--- src/core/spc_pkg.sv ---
// Purpose: Shared constants and types of the serial peripheral controller.
// Assumes: One core clock; every link pin is sampled by that clock.
// Notes:   Packet lengths are held as length minus one.
// Behaviour
// - Link uses active-low chip select, serial clock and two data lines.
// - Sender changes data on one clock edge, receiver captures on the other.
// - Modes 0 and 3 sample on rising edge, drive on falling edge.
// - Modes 1 and 2 sample on falling edge, drive on rising edge.
// - Initiator supports all four modes; clock idles at the polarity level.
// - Target supports only modes 1 and 3.
// - Receive and transmit FIFOs work independently.
// - Software sets packet length from 4 to 32 bits.
// - Packed mode only for length settings 3, 7, 15 and 31.
// - Chip select driven by software or automatically at packet boundaries.
// - Receive and transmit proceed together in one transfer.
// - Instances one and three offer two selectable chip-select outputs.
// - Restricted instance is initiator only, mode 0, single data rate.
// - Restricted instance does single-lane and dual-lane, both half-duplex.
package spc_pkg;

  localparam int         SPC_DW        = 32;
  localparam int         SPC_LW        = 5;
  localparam logic [4:0] SPC_LEN_MIN   = 5'h03;
  localparam logic [4:0] SPC_PK_4      = 5'h03;
  localparam logic [4:0] SPC_PK_8      = 5'h07;
  localparam logic [4:0] SPC_PK_16     = 5'h0f;
  localparam logic [4:0] SPC_PK_32     = 5'h1f;
  localparam logic [5:0] SPC_WORD_BITS = 6'h20;
  localparam logic [7:0] SPC_DIV_MIN   = 8'h04;

  typedef enum logic [1:0] {SPC_IDLE, SPC_SETUP, SPC_RUN, SPC_GAP} spc_state_t;

endpackage : spc_pkg

--- src/core/spc_core.sv ---
// Purpose: Serial peripheral controller, initiator or target, with FIFOs.
// Assumes: Half period of the serial clock is at least four core cycles.
// Notes:   Link inputs pass two flip-flops before use.

// ----------------------------------------------------------------------
// Word FIFO
// ----------------------------------------------------------------------
module spc_fifo #(
  parameter int W     = 32,
  parameter int DEPTH = 8
) (
  input  wire logic         core_clk,
  input  wire logic         sys_rst,
  input  wire logic         wr_valid,
  input  wire logic [W-1:0] wr_data,
  output logic              wr_ready,
  output logic              rd_valid,
  output logic      [W-1:0] rd_data,
  input  wire logic         rd_ready
);
  localparam int AW = $clog2(DEPTH);

  logic [W-1:0]  mem [DEPTH];
  logic [AW-1:0] wp_r;
  logic [AW-1:0] rp_r;
  logic [AW:0]   cnt_r;
  logic          push;
  logic          pop;

  assign wr_ready = cnt_r != DEPTH[AW:0];
  assign rd_valid = cnt_r != '0;
  assign rd_data  = mem[rp_r];
  assign push     = wr_valid & wr_ready;
  assign pop      = rd_valid & rd_ready;

  always_ff @(posedge core_clk) begin
    if (push) begin
      mem[wp_r] <= wr_data;
    end
  end

  always_ff @(posedge core_clk) begin
    if (sys_rst) begin
      wp_r  <= '0;
      rp_r  <= '0;
      cnt_r <= '0;
    end else begin
      if (push) begin
        wp_r <= wp_r + 1'b1;
      end
      if (pop) begin
        rp_r <= rp_r + 1'b1;
      end
      if (push & ~pop) begin
        cnt_r <= cnt_r + 1'b1;
      end else if (pop & ~push) begin
        cnt_r <= cnt_r - 1'b1;
      end
    end
  end
endmodule : spc_fifo

// ----------------------------------------------------------------------
// Controller
// ----------------------------------------------------------------------
module spc_core
  import spc_pkg::*;
#(
  parameter int   FIFO_DEPTH = 8,
  parameter int   NUM_CS     = 2,
  parameter logic RESTRICTED = 1'b0
) (
  input  wire logic                      core_clk,
  input  wire logic                      sys_rst,
  input  wire logic [SPC_DW-1:0]         tx_data,
  input  wire logic                      tx_valid,
  output logic                           tx_ready,
  output logic      [SPC_DW-1:0]         rx_data,
  output logic                           rx_valid,
  input  wire logic                      rx_ready,
  input  wire logic                      initiator_en,
  input  wire logic                      cpol,
  input  wire logic                      cpha,
  input  wire logic [SPC_LW-1:0]         bit_len,
  input  wire logic                      packed_en,
  input  wire logic                      cs_auto,
  input  wire logic                      cs_sw_assert,
  input  wire logic [$clog2(NUM_CS)-1:0] cs_sel,
  input  wire logic [7:0]                clk_div,
  input  wire logic                      run_en,
  input  wire logic                      dual_en,
  input  wire logic                      dir_rx,
  output logic                           busy,
  input  wire logic                      sck_i,
  output logic                           sck_o,
  output logic                           sck_oe,
  input  wire logic                      cs_n_i,
  output logic      [NUM_CS-1:0]         cs_n_o,
  output logic                           cs_n_oe,
  input  wire logic                      mosi_i,
  output logic                           mosi_o,
  output logic                           mosi_oe,
  input  wire logic                      miso_i,
  output logic                           miso_o,
  output logic                           miso_oe
);
  // --------------------------------------------------------------------
  // Effective configuration
  // --------------------------------------------------------------------
  logic             init_m, pol, pha, dual, tx_use, rx_use, pk_ok;
  logic [4:0]       plen;
  logic [5:0]       pbits, wbits, step;
  logic [7:0]       half;

  assign init_m = RESTRICTED | initiator_en;
  assign pol    = RESTRICTED ? 1'b0 : cpol;
  assign pha    = RESTRICTED ? 1'b0 : (init_m ? cpha : 1'b1);
  assign dual   = RESTRICTED & dual_en;
  assign tx_use = ~RESTRICTED | ~dir_rx;
  assign rx_use = ~RESTRICTED | dir_rx;
  assign plen   = (bit_len < SPC_LEN_MIN) ? SPC_LEN_MIN : bit_len;
  assign pbits  = {1'b0, plen} + 6'h01;
  assign pk_ok  = packed_en & (plen == SPC_PK_4 | plen == SPC_PK_8 |
                               plen == SPC_PK_16 | plen == SPC_PK_32);
  assign wbits  = pk_ok ? SPC_WORD_BITS : pbits;
  assign step   = dual ? 6'h02 : 6'h01;
  assign half   = (clk_div < SPC_DIV_MIN) ? SPC_DIV_MIN : clk_div;

  // --------------------------------------------------------------------
  // Pin synchronisers
  // --------------------------------------------------------------------
  logic [3:0] s1_r, s2_r;
  logic       sck_p_r, cs_p_r;
  logic       sck_s, cs_s, mosi_s, miso_s;

  always_ff @(posedge core_clk) begin
    if (sys_rst) begin
      s1_r    <= 4'hf;
      s2_r    <= 4'hf;
      sck_p_r <= 1'b1;
      cs_p_r  <= 1'b1;
    end else begin
      s1_r    <= {sck_i, cs_n_i, mosi_i, miso_i};
      s2_r    <= s1_r;
      sck_p_r <= s2_r[3];
      cs_p_r  <= s2_r[2];
    end
  end

  assign sck_s  = s2_r[3];
  assign cs_s   = s2_r[2];
  assign mosi_s = s2_r[1];
  assign miso_s = s2_r[0];

  // --------------------------------------------------------------------
  // FIFOs
  // --------------------------------------------------------------------
  logic              txf_valid, txf_pop, rxf_ready, rxf_push;
  logic [SPC_DW-1:0] txf_data, rx_next;

  spc_fifo #(.W(SPC_DW), .DEPTH(FIFO_DEPTH)) u_txf (
    .core_clk (core_clk),
    .sys_rst  (sys_rst),
    .wr_valid (tx_valid),
    .wr_data  (tx_data),
    .wr_ready (tx_ready),
    .rd_valid (txf_valid),
    .rd_data  (txf_data),
    .rd_ready (txf_pop)
  );

  spc_fifo #(.W(SPC_DW), .DEPTH(FIFO_DEPTH)) u_rxf (
    .core_clk (core_clk),
    .sys_rst  (sys_rst),
    .wr_valid (rxf_push),
    .wr_data  (rx_next),
    .wr_ready (rxf_ready),
    .rd_valid (rx_valid),
    .rd_data  (rx_data),
    .rd_ready (rx_ready)
  );

  // --------------------------------------------------------------------
  // Edge events
  // --------------------------------------------------------------------
  spc_state_t        state_r;
  logic [7:0]        div_r;
  logic              edge_r, sck_r, pend_r, wdone_r;
  logic [5:0]        wb_r, pk_r, wb_nxt, pk_nxt;
  logic [SPC_DW-1:0] tx_sh_r, rx_sh_r, ld_val;
  logic              tick, i_lead, i_trail, t_act, t_lead, t_trail, t_csf;
  logic              lead, trail, samp_ev, shift_ev, pkt_done, word_done;
  logic              go, i_close, load;

  assign tick     = div_r == 8'h00;
  assign i_lead   = init_m & state_r == SPC_RUN & tick & ~edge_r;
  assign i_trail  = init_m & state_r == SPC_RUN & tick & edge_r;
  assign t_act    = ~init_m & ~cs_s;
  assign t_lead   = t_act & (sck_s != sck_p_r) & (sck_s != pol);
  assign t_trail  = t_act & (sck_s != sck_p_r) & (sck_s == pol);
  assign t_csf    = ~init_m & cs_p_r & ~cs_s;
  assign lead     = i_lead | t_lead;
  assign trail    = i_trail | t_trail;
  assign samp_ev  = pha ? trail : lead;
  assign shift_ev = pha ? (lead & wb_r != 6'h00) : trail;
  assign wb_nxt   = wb_r + step;
  assign pk_nxt   = pk_r + step;
  assign pkt_done  = samp_ev & pk_nxt >= pbits;
  assign word_done = samp_ev & wb_nxt >= wbits;
  assign i_close  = i_trail & (pend_r | pkt_done);
  assign go       = init_m & run_en & state_r == SPC_IDLE &
                    (~tx_use | txf_valid) & (~rx_use | rxf_ready);
  assign load     = go | t_csf | (~init_m & word_done & ~cs_s);
  assign txf_pop  = load & tx_use & txf_valid;
  assign ld_val   = (tx_use & txf_valid) ? txf_data : '0;
  assign rx_next  = dual ? {rx_sh_r[SPC_DW-3:0], miso_s, mosi_s} :
                           {rx_sh_r[SPC_DW-2:0], init_m ? miso_s : mosi_s};
  assign rxf_push = word_done & rx_use & (init_m ? 1'b1 : rxf_ready);

  // --------------------------------------------------------------------
  // Initiator sequencer
  // --------------------------------------------------------------------
  always_ff @(posedge core_clk) begin
    if (sys_rst | ~init_m) begin
      state_r <= SPC_IDLE;
    end else begin
      unique case (state_r)
        SPC_IDLE: begin
          if (go) begin
            state_r <= SPC_SETUP;
          end
        end
        SPC_SETUP: begin
          if (tick) begin
            state_r <= SPC_RUN;
          end
        end
        SPC_RUN: begin
          if (i_close) begin
            state_r <= SPC_GAP;
          end
        end
        SPC_GAP: begin
          if (tick) begin
            state_r <= wdone_r ? SPC_IDLE : SPC_SETUP;
          end
        end
      endcase
    end
  end

  always_ff @(posedge core_clk) begin
    if (sys_rst) begin
      div_r  <= 8'h00;
      edge_r <= 1'b0;
      sck_r  <= 1'b0;
    end else begin
      if (state_r == SPC_IDLE | tick) begin
        div_r <= half - 8'h01;
      end else begin
        div_r <= div_r - 8'h01;
      end
      if (state_r != SPC_RUN) begin
        edge_r <= 1'b0;
        sck_r  <= pol;
      end else if (tick) begin
        edge_r <= ~edge_r;
        sck_r  <= ~sck_r;
      end
    end
  end

  always_ff @(posedge core_clk) begin
    if (sys_rst) begin
      pend_r  <= 1'b0;
      wdone_r <= 1'b0;
    end else begin
      pend_r  <= ~i_close & (pend_r | pkt_done);
      wdone_r <= ~load & (wdone_r | word_done);
    end
  end

  // --------------------------------------------------------------------
  // Shift path
  // --------------------------------------------------------------------
  always_ff @(posedge core_clk) begin
    if (sys_rst) begin
      tx_sh_r <= '0;
      rx_sh_r <= '0;
      wb_r    <= 6'h00;
      pk_r    <= 6'h00;
    end else if (load | (~init_m & cs_s)) begin
      tx_sh_r <= load ? (pk_ok ? ld_val : ld_val << (SPC_WORD_BITS - pbits)) : tx_sh_r;
      rx_sh_r <= '0;
      wb_r    <= 6'h00;
      pk_r    <= 6'h00;
    end else begin
      if (shift_ev) begin
        tx_sh_r <= dual ? {tx_sh_r[SPC_DW-3:0], 2'b00} : {tx_sh_r[SPC_DW-2:0], 1'b0};
      end
      if (samp_ev) begin
        rx_sh_r <= rx_next;
        wb_r    <= word_done ? 6'h00 : wb_nxt;
        pk_r    <= pkt_done ? 6'h00 : pk_nxt;
      end
    end
  end

  // --------------------------------------------------------------------
  // Pins
  // --------------------------------------------------------------------
  logic cs_act;
  logic [NUM_CS-1:0] cs_n_r;

  assign cs_act = cs_auto ? (state_r == SPC_SETUP | state_r == SPC_RUN) : cs_sw_assert;

  always_ff @(posedge core_clk) begin
    if (sys_rst) begin
      cs_n_r <= '1;
    end else begin
      for (int i = 0; i < NUM_CS; i++) begin
        cs_n_r[i] <= ~(init_m & cs_act & cs_sel == i[$clog2(NUM_CS)-1:0]);
      end
    end
  end

  assign cs_n_o  = cs_n_r;
  assign cs_n_oe = init_m;
  assign sck_o   = sck_r;
  assign sck_oe  = init_m;
  assign mosi_o  = dual ? tx_sh_r[SPC_DW-2] : tx_sh_r[SPC_DW-1];
  assign miso_o  = tx_sh_r[SPC_DW-1];
  assign mosi_oe = init_m & tx_use;
  assign miso_oe = t_act | (init_m & dual & tx_use);
  assign busy    = state_r != SPC_IDLE | t_act;

endmodule : spc_core

--- config.mk ---
export PLATFORM = sky130hd
export DESIGN_NAME = spc_core
export DESIGN_NICKNAME = d
export VERILOG_FILES = /design/src/core/spc_pkg.sv /design/src/core/spc_core.sv
export SDC_FILE = /design/constraint.sdc
export NUM_CORES = 1
export LEC_CHECK = 0
export BUFFER_PORTS_ARGS = -buffer_cell sky130_fd_sc_hd__buf_2
export CAP_MARGIN = 20
export CORE_MARGIN = 2
export CORE_UTILIZATION = 55
export DETAILED_ROUTE_END_ITERATION = 10
export PLACE_DENSITY = 0.74
export SYNTH_ARGS = -nofsm -noshare
export SYNTH_HDL_FRONTEND = slang
export SYNTH_HIERARCHICAL = 1
export SYNTH_SLANG_ARGS = --single-unit
--- constraint.sdc ---
create_clock -name core_clk -period 7 [get_ports core_clk]
set_input_delay 0.35 -clock core_clk [delete_from_list [all_inputs] [get_ports core_clk]]
set_output_delay 0.35 -clock core_clk [all_outputs]
set_load 0.01 [all_outputs]
; Yosys cells after proc, flatten, opt, wreduce, memory -nomap -nowiden
; Memory sizes are Yosys's and may differ from the RTL's. A register that Yosys moved wholly into a read port is not among the register bits.
; Index checks and enable logic that the tools add are counted.
[totals]
regBits = 121
ram_bits = 512
mem_count = 2
[memory_table]
columns = name, words, width, rd, rd_clocked_by_memory_dff, write_ports, line
row1 = u_rxf.mem, 8, 32, 1, 1, 1, spc_core.sv:23  ; logic [W-1:0] mem [DEPTH];
row2 = u_txf.mem, 8, 32, 1, 1, 1, spc_core.sv:23
[op_classes]
add_sub_neg = 14
n_lt_le_gt_ge = 4
n_eq_ne = 18
shift = 1
n_mux = 37
n_bitwise = 64
n_reduce_logical = 14
[op_table]
columns = cell, n
row1 = 2-to-1 mux 32 bit, 5
row2 = bitwise AND 1 bit, 37
row3 = << shifter 32 x 6 -> 32 bit, 1
row4 = 2-to-1 mux 6 bit, 3
row5 = 2-to-1 mux 4 bit, 4
row6 = 2-to-1 mux 8 bit, 2
row7 = subtractor 8 x 1 -> 8 bit (second input constant), 2
row8 = bitwise OR 1 bit, 14
row9 = 2-to-1 mux 1 bit, 13
row10 = inverter 1 bit, 13
row11 = adder 3 x 1 -> 3 bit (second input constant), 4
row12 = adder 6 x 1 -> 6 bit (second input constant), 2
row13 = >= comparator 6 bit, 2
row14 = 2-to-1 mux 3 bit, 4
row15 = != test 2 bit (second input constant), 6
row16 = nonzero test 2 bit, 5
row17 = adder 4 x 1 -> 4 bit (second input constant), 2
row18 = zero test 8 bit, 1
row19 = less-than comparator 8 x 3 -> 1 bit (second input constant), 1
row20 = 2-to-1 mux 2 bit, 4
row21 = != test 4 bit (second input constant), 2
row22 = case mux 2 bit (4 select lines), 1
row23 = nonzero test 4 bit, 2
row24 = subtractor 4 x 1 -> 4 bit (second input constant), 2
row25 = other kinds (17), 20

; Longest topological paths before layout
[depth]
depth_word = 18
ltp_mapped = 25

; Cells and area by module
; The synthesis kept the hierarchy.
[by_module_without_submodules]
columns = mod, n_inst, cells_each, area_each_um2, seq_area_each_um2
row1 = spc_fifo, 2, 443, 10396.2, 7947.6
row2 = spc_core, 1, 921, 7180.6, 2021.9

; Least setup slack after synthesis
; OpenSTA, ideal clock, no wires.
[synth_timing]
path_kind = input-to-reg
startpoint = in bit_len[1]
endpoint = mem u_rxf.mem[0][0], enable pin
setup_time_ps = 501
t_arrival_ps = 6728
slack_ps = -229
stages = 18
path_cell_list = buf_2 > buf_2 > nor2_2 > inv_1 > buf_2 > ha_1 > and3_1 > ha_1 > o31ai_1 > nand2_1 > ha_1 > inv_1 > o21ai_0 > a31oi_1 > nor2_1 > o21a_1 > nand2_2 > nor4_1
[synth_via]
elab_chain_len = 14
elab_cells_between_ends = 18
classes_between = 1 x add/sub / 2 x order compare / 4 x eq/ne / 4 x mux / 7 x bitwise
[synth_rtl]
columns = element, line
row1 = from (decl), spc_core.sv:84  ; input wire logic [SPC_LW-1:0] bit_len,
row2 = less-than comparator 5 x 2 -> 1 bit, spc_core.sv:121  ; assign plen = (bit_len < SPC_LEN_MIN) ? SPC_LEN_MIN : bit_len;
row3 = 2-to-1 mux 5 bit (*), spc_core.sv:121
row4 = equality test 5 x 2 -> 1 bit or equality test 5 x 3 -> 1 bit (tied branches), spc_core.sv:123  ; assign pk_ok = packed_en & (plen == SPC_PK_4 | plen == SPC_PK_8 |
row5 = bitwise OR 1 bit (2 in series), spc_core.sv:123
row6 = bitwise OR 1 bit, spc_core.sv:124  ; plen == SPC_PK_16 | plen == SPC_PK_32);
row7 = bitwise AND 1 bit, spc_core.sv:123
row8 = 2-to-1 mux 6 bit (*), spc_core.sv:125  ; assign wbits = pk_ok ? SPC_WORD_BITS : pbits;
row9 = >= comparator 6 bit (*), spc_core.sv:209  ; assign word_done = samp_ev & wb_nxt >= wbits;
row10 = bitwise AND 1 bit (*), spc_core.sv:209
row11 = bitwise AND 1 bit (*), spc_core.sv:218  ; assign rxf_push = word_done & rx_use & (init_m ? 1'b1 : rxf_ready);
row12 = via rxf_push, spc_core.sv:158  ; logic txf_valid, txf_pop, rxf_ready, rxf_push;
row13 = bitwise AND 1 bit (*), spc_core.sv:33  ; assign push = wr_valid & wr_ready;
row14 = 2-to-1 mux 1 bit (*), spc_core.sv:37  ; if (push) begin
row15 = 2-to-1 mux 1 bit (implied by the code) (*), spc_core.sv:38  ; mem[wp_r] <= wr_data;
row16 = to (decl), spc_core.sv:23
; Mark *: on every way through the listed nets, which the timed path passes. The rest lies on a longest branch.

; Worst setup path in the final report
[layout_timing]
startpoint = in bit_len[4]
endpoint = reg u_rxf.cnt_r[3]
[layout_via]
elab_chain_len = 15
elab_cells_between_ends = 21
classes_between = 1 x add/sub / 2 x order compare / 4 x eq/ne / 3 x mux / 10 x bitwise / 1 x reduce/logical
[layout_rtl]
columns = element, line
row1 = less-than comparator 5 x 2 -> 1 bit, spc_core.sv:121
row2 = 2-to-1 mux 5 bit (*), spc_core.sv:121
row3 = equality test 5 x 2 -> 1 bit or equality test 5 x 3 -> 1 bit (tied branches), spc_core.sv:123
row4 = bitwise OR 1 bit (2 in series), spc_core.sv:123
row5 = bitwise OR 1 bit, spc_core.sv:124
row6 = bitwise AND 1 bit, spc_core.sv:123
row7 = 2-to-1 mux 6 bit (*), spc_core.sv:125
row8 = >= comparator 6 bit (*), spc_core.sv:209
row9 = bitwise AND 1 bit (*), spc_core.sv:209
row10 = bitwise AND 1 bit (*), spc_core.sv:218
row11 = via rxf_push, spc_core.sv:158
row12 = bitwise AND 1 bit (*), spc_core.sv:33
row13 = via u_rxf.push, spc_core.sv:27  ; logic push;
row14 = inverter 1 bit, spc_core.sv:56  ; end else if (pop & ~push) begin
row15 = bitwise AND 1 bit, spc_core.sv:56
row16 = nonzero test 2 bit (no line), --
row17 = to (signal assigned), spc_core.sv:55  ; cnt_r <= cnt_r + 1'b1;
row18 = to (signal assigned), spc_core.sv:57  ; cnt_r <= cnt_r - 1'b1;
row19 = to (decl), spc_core.sv:26  ; logic [AW:0] cnt_r;
; Marked as above.
; A chain may end at the register's enable or synchronous reset.

==> run summary <==
Status = complete, no violations
Cell variety after synth = 79
Seq/Total Area, Yosys = 0.641
Min-Delay Startpoint = tx_data[17]
Critical path startpoint = bit_len[4]
Clk slew on worst S/H paths = 0.06 ns
Worst path slowest cell = or3_4
FFs w/ async S/R, synth = 0
Synth Warn # = 6
Switching Share = 0.277
Die Y-Extent = 230 µm
Setup TNS = 0 ns
Internal = 7330 µW
Syn_area_per_cell = 15.5 µm²
Slew HR = 0.344
Remaining antenna violation count = 0
Sw Pwr = 2810 µW
Global-route wire length before repair = 96.2 mm
Critical path depth in cells = 24
Initial antenna violation count = 4
RD Place Congestion = 0.921
Commonest cells in the netlist = edfxtp_1, nand2_1, dfxtp_1, nor2_1, mux4_1
Design Power = 10100 µW
CP Launch Type = input pin
GRT busiest layer = met2
Clock Latency Late Sink = 0.61 ns
Via count = 16565
GRT Total Usage = 0.236
CP bufs+invs = 4
Detailed placement HPWL = 35.7 mm
Longest Clk Path Bufs = 3
TritonRoute pass-1 iters = 6
# DRC = 0
Fin crit period = 5.38 ns
Met3 GRT Util = 0.0410
RSZ-0062 raised after global routing = false
Clock power frac = 0.348
CORE AREA = 50200 µm²
Leakage power = 0.0107 µW
Final Hold Vio Count = 0
Power per cell area = 321 nW/µm²
Crit path cell chain = buf_2, or3_4, nand2_2, ha_1, and3_1, ha_1, o31a_1, or2_2, ha_1, nor4_1, o21ai_0, a31oi_1, buf_4, nor2_1, o21a_1, nand2_2, inv_1, ha_1, inv_1, ha_1, a21oi_1, a211oi_1, a31oi_1, mux2_2
Synth top area cells = edfxtp_1, dfxtp_1, mux4_1
Rows = 82
Crit. End Element = flop
Gr ovfl total = 0
Crit-path max cell delay = 0.40 ns
I/O pin count = 107
Post-DR vias/cell = 6.26
DR iter-0 viols = 1406
Hold Path Sink = u_txf/mem[4][17]
Top cell type by total area after synthesis = edfxtp_1
Setup Skew = 0.0231 ns
Crit path DAT = 5.87 ns
Wire per inst = 23.2 µm
Gate power share = 0.219
Worst Tran Pin Value = 0.984 ns
Die width = 230 µm
Reg2reg path depth = 10
Nets@finish = 2022
Mapped cell area = 28000 µm²
Htree depth = 3
Seq cells post-synth = 639
Vias in the first global route = 16752
Layout area overhead = 12.9%
Path type of the worst setup path = input pin to flop
Ys flop type = edfxtp_1
Die area = 52700 µm²
Critical path data required time = 7.49 ns
Fin. max-slew vios = 0
FF-to-FF End = tx_sh_r[31]
Layout cell share with drive strength beyond 1 = 0.214
CTS tree = built
Period utilisation layout = 0.768
Final Setup Violations = 0
Port buffer count = 104
R2R setup slack = 2.81 ns
CTS Buf Count = 67
Critical path's top delay family = simple AND/OR/NAND/NOR gates
Mapped Cells = 1807
Hold depth = 1
HP Class = input pin to flop
Initial Utilization = 0.558
Fmax = 186 MHz
Drt total wl = 61.3 mm
CTS Sinks = 639
Max-cap violation count = 0
Crit-path most repeated cell = ha_1
GR Util met2 = 0.401
Net Count, Synth = 1907
Clk root buf = clkbuf_16
VDD IR max = 0.284 mV
Post-synth EDFFs = 512
Crit-path max FO = 30
Sequential share of power = 0.433
Most common cell in the netlist = edfxtp_1
Pin count of the biggest net entering global routing = 81
Grt met1 use = 0.310
Top cell type's share of synthesized area = 0.550
worst reg2reg max path: cells and delay by family, from the launching register on:
family                 cells  cell delay, ns
buffers and inverters      1            0.54
AND/OR/NAND/NOR            1            0.11
multiplexers               2            0.96
flip-flops                 1            0.88
AO/OA/AOI/OAI              6            1.57
cell usage in the layout (no fill, tap or decap), types with 35 or more instances in the layout:
cell,n
ha_1,35
edfxtp_1,512
a21oi_1,72
mux2_2,73
nand2b_1,38
buf_4,41
nand2_1,132
clkbuf_16,71
mux4_2,53
mux4_1,80
nor2_1,88
dfxtp_1,122
a211oi_1,36
buf_2,105
area by class of cell:
| cell class | instances | area [µm²] |
|---|---|---|
| flip-flops and latches | 639 | 17900 |
| inverters | 21 | 78.8 |
| repair buffers | 166 | 1030 |
| diodes | 2 | 5.00 |
| fillers | 3477 | 18600 |
| multi-input cells | 1027 | 9490 |
| well taps | 672 | 841 |
| clock buffers | 93 | 1930 |
| clock inverters | 28 | 279 |
cells by family after synthesis:
kind of cell | Yosys count | synth area share
AND/OR/NAND/NOR | 415 | 0.0723
AO/OA/AOI/OAI | 313 | 0.0797
flip-flops | 639 | 0.641
multiplexers | 231 | 0.156
adder cells (fa/ha/maj) | 37 | 0.0171
XOR/XNOR | 31 | 0.00971
buffers and inverters | 141 | 0.0245
through the flow:
stage / cells / utilization / area (µm²) / hold WS, ns / setup WS, ns
finish: 2648 / 0.630 / 31600 / 0.0177 / 1.62
floorplan: 1807 / - / 28000 / 0.389 / 0.614
CTS: 2645 / 0.629 / 31600 / 0.00108 / 1.74
global route: 2648 / 0.630 / 31600 / 0.0146 / 1.26
global placement: 2504 / 0.581 / 29200 / 0.397 / 1.27
detailed placement: 2504 / 0.581 / 29200 / 0.397 / 1.12
worst max-delay path by stage:
stage	endpoint	slack, ns
5_1_grt	u_rxf/cnt_r[3]	1.26
4_1_cts	u_rxf/cnt_r[3]	1.74
3_3_place_gp	u_rxf/cnt_r[3]	1.27
6_report	u_rxf/cnt_r[3]	1.62
3_5_place_dp	u_rxf/cnt_r[3]	1.12
2_1_floorplan	u_rxf/mem[2][0]	0.61
sequential cells by signal, indices dropped and copies added, names as in the netlist, 2 cells and up, named ones only:
name / count
u_txf/rp_r: 3
div_r: 8
wb_r: 6
u_txf/cnt_r: 4
pk_r: 6
u_txf/wp_r: 3
u_rxf/rp_r: 3
s2_r: 4
u_rxf/wp_r: 3
tx_sh_r: 32
u_rxf/cnt_r: 4
state_r: 2
u_txf/mem: 256
u_rxf/mem: 256
s1_r: 4
rx_sh_r: 31
cs_n_o: 2
per-layer routing:
metal  wire (µm)  vias to the layer above
li1            -                     7482
met1       24900                     8382
met2       31100                      583
met3        3980                      114
met4        1360                        4
met5          18                        -
power by group through the flow:
| stage | clock, µW | combinational, µW | sequential, µW |
|---|---|---|---|
| 3_3_place_gp | 0 | 2140 | 4460 |
| 5_1_grt | 3730 | 2380 | 4410 |
| 4_1_cts | 3600 | 2200 | 4390 |
| 3_5_place_dp | 0 | 2180 | 4470 |
| 2_1_floorplan | 0 | 1670 | 4390 |
| 6_report | 3530 | 2220 | 4390 |
what timing repair did:
item | in CTS | in global routing
endpoints found under the setup margin | 0 | 0
hold endpoints to repair | 100 | 0
buffers inserted | 0 | 0
resized for setup | 0 | 0
hold buffers | 20 | 0
Note: power is estimated with default switching activity, not from simulation.
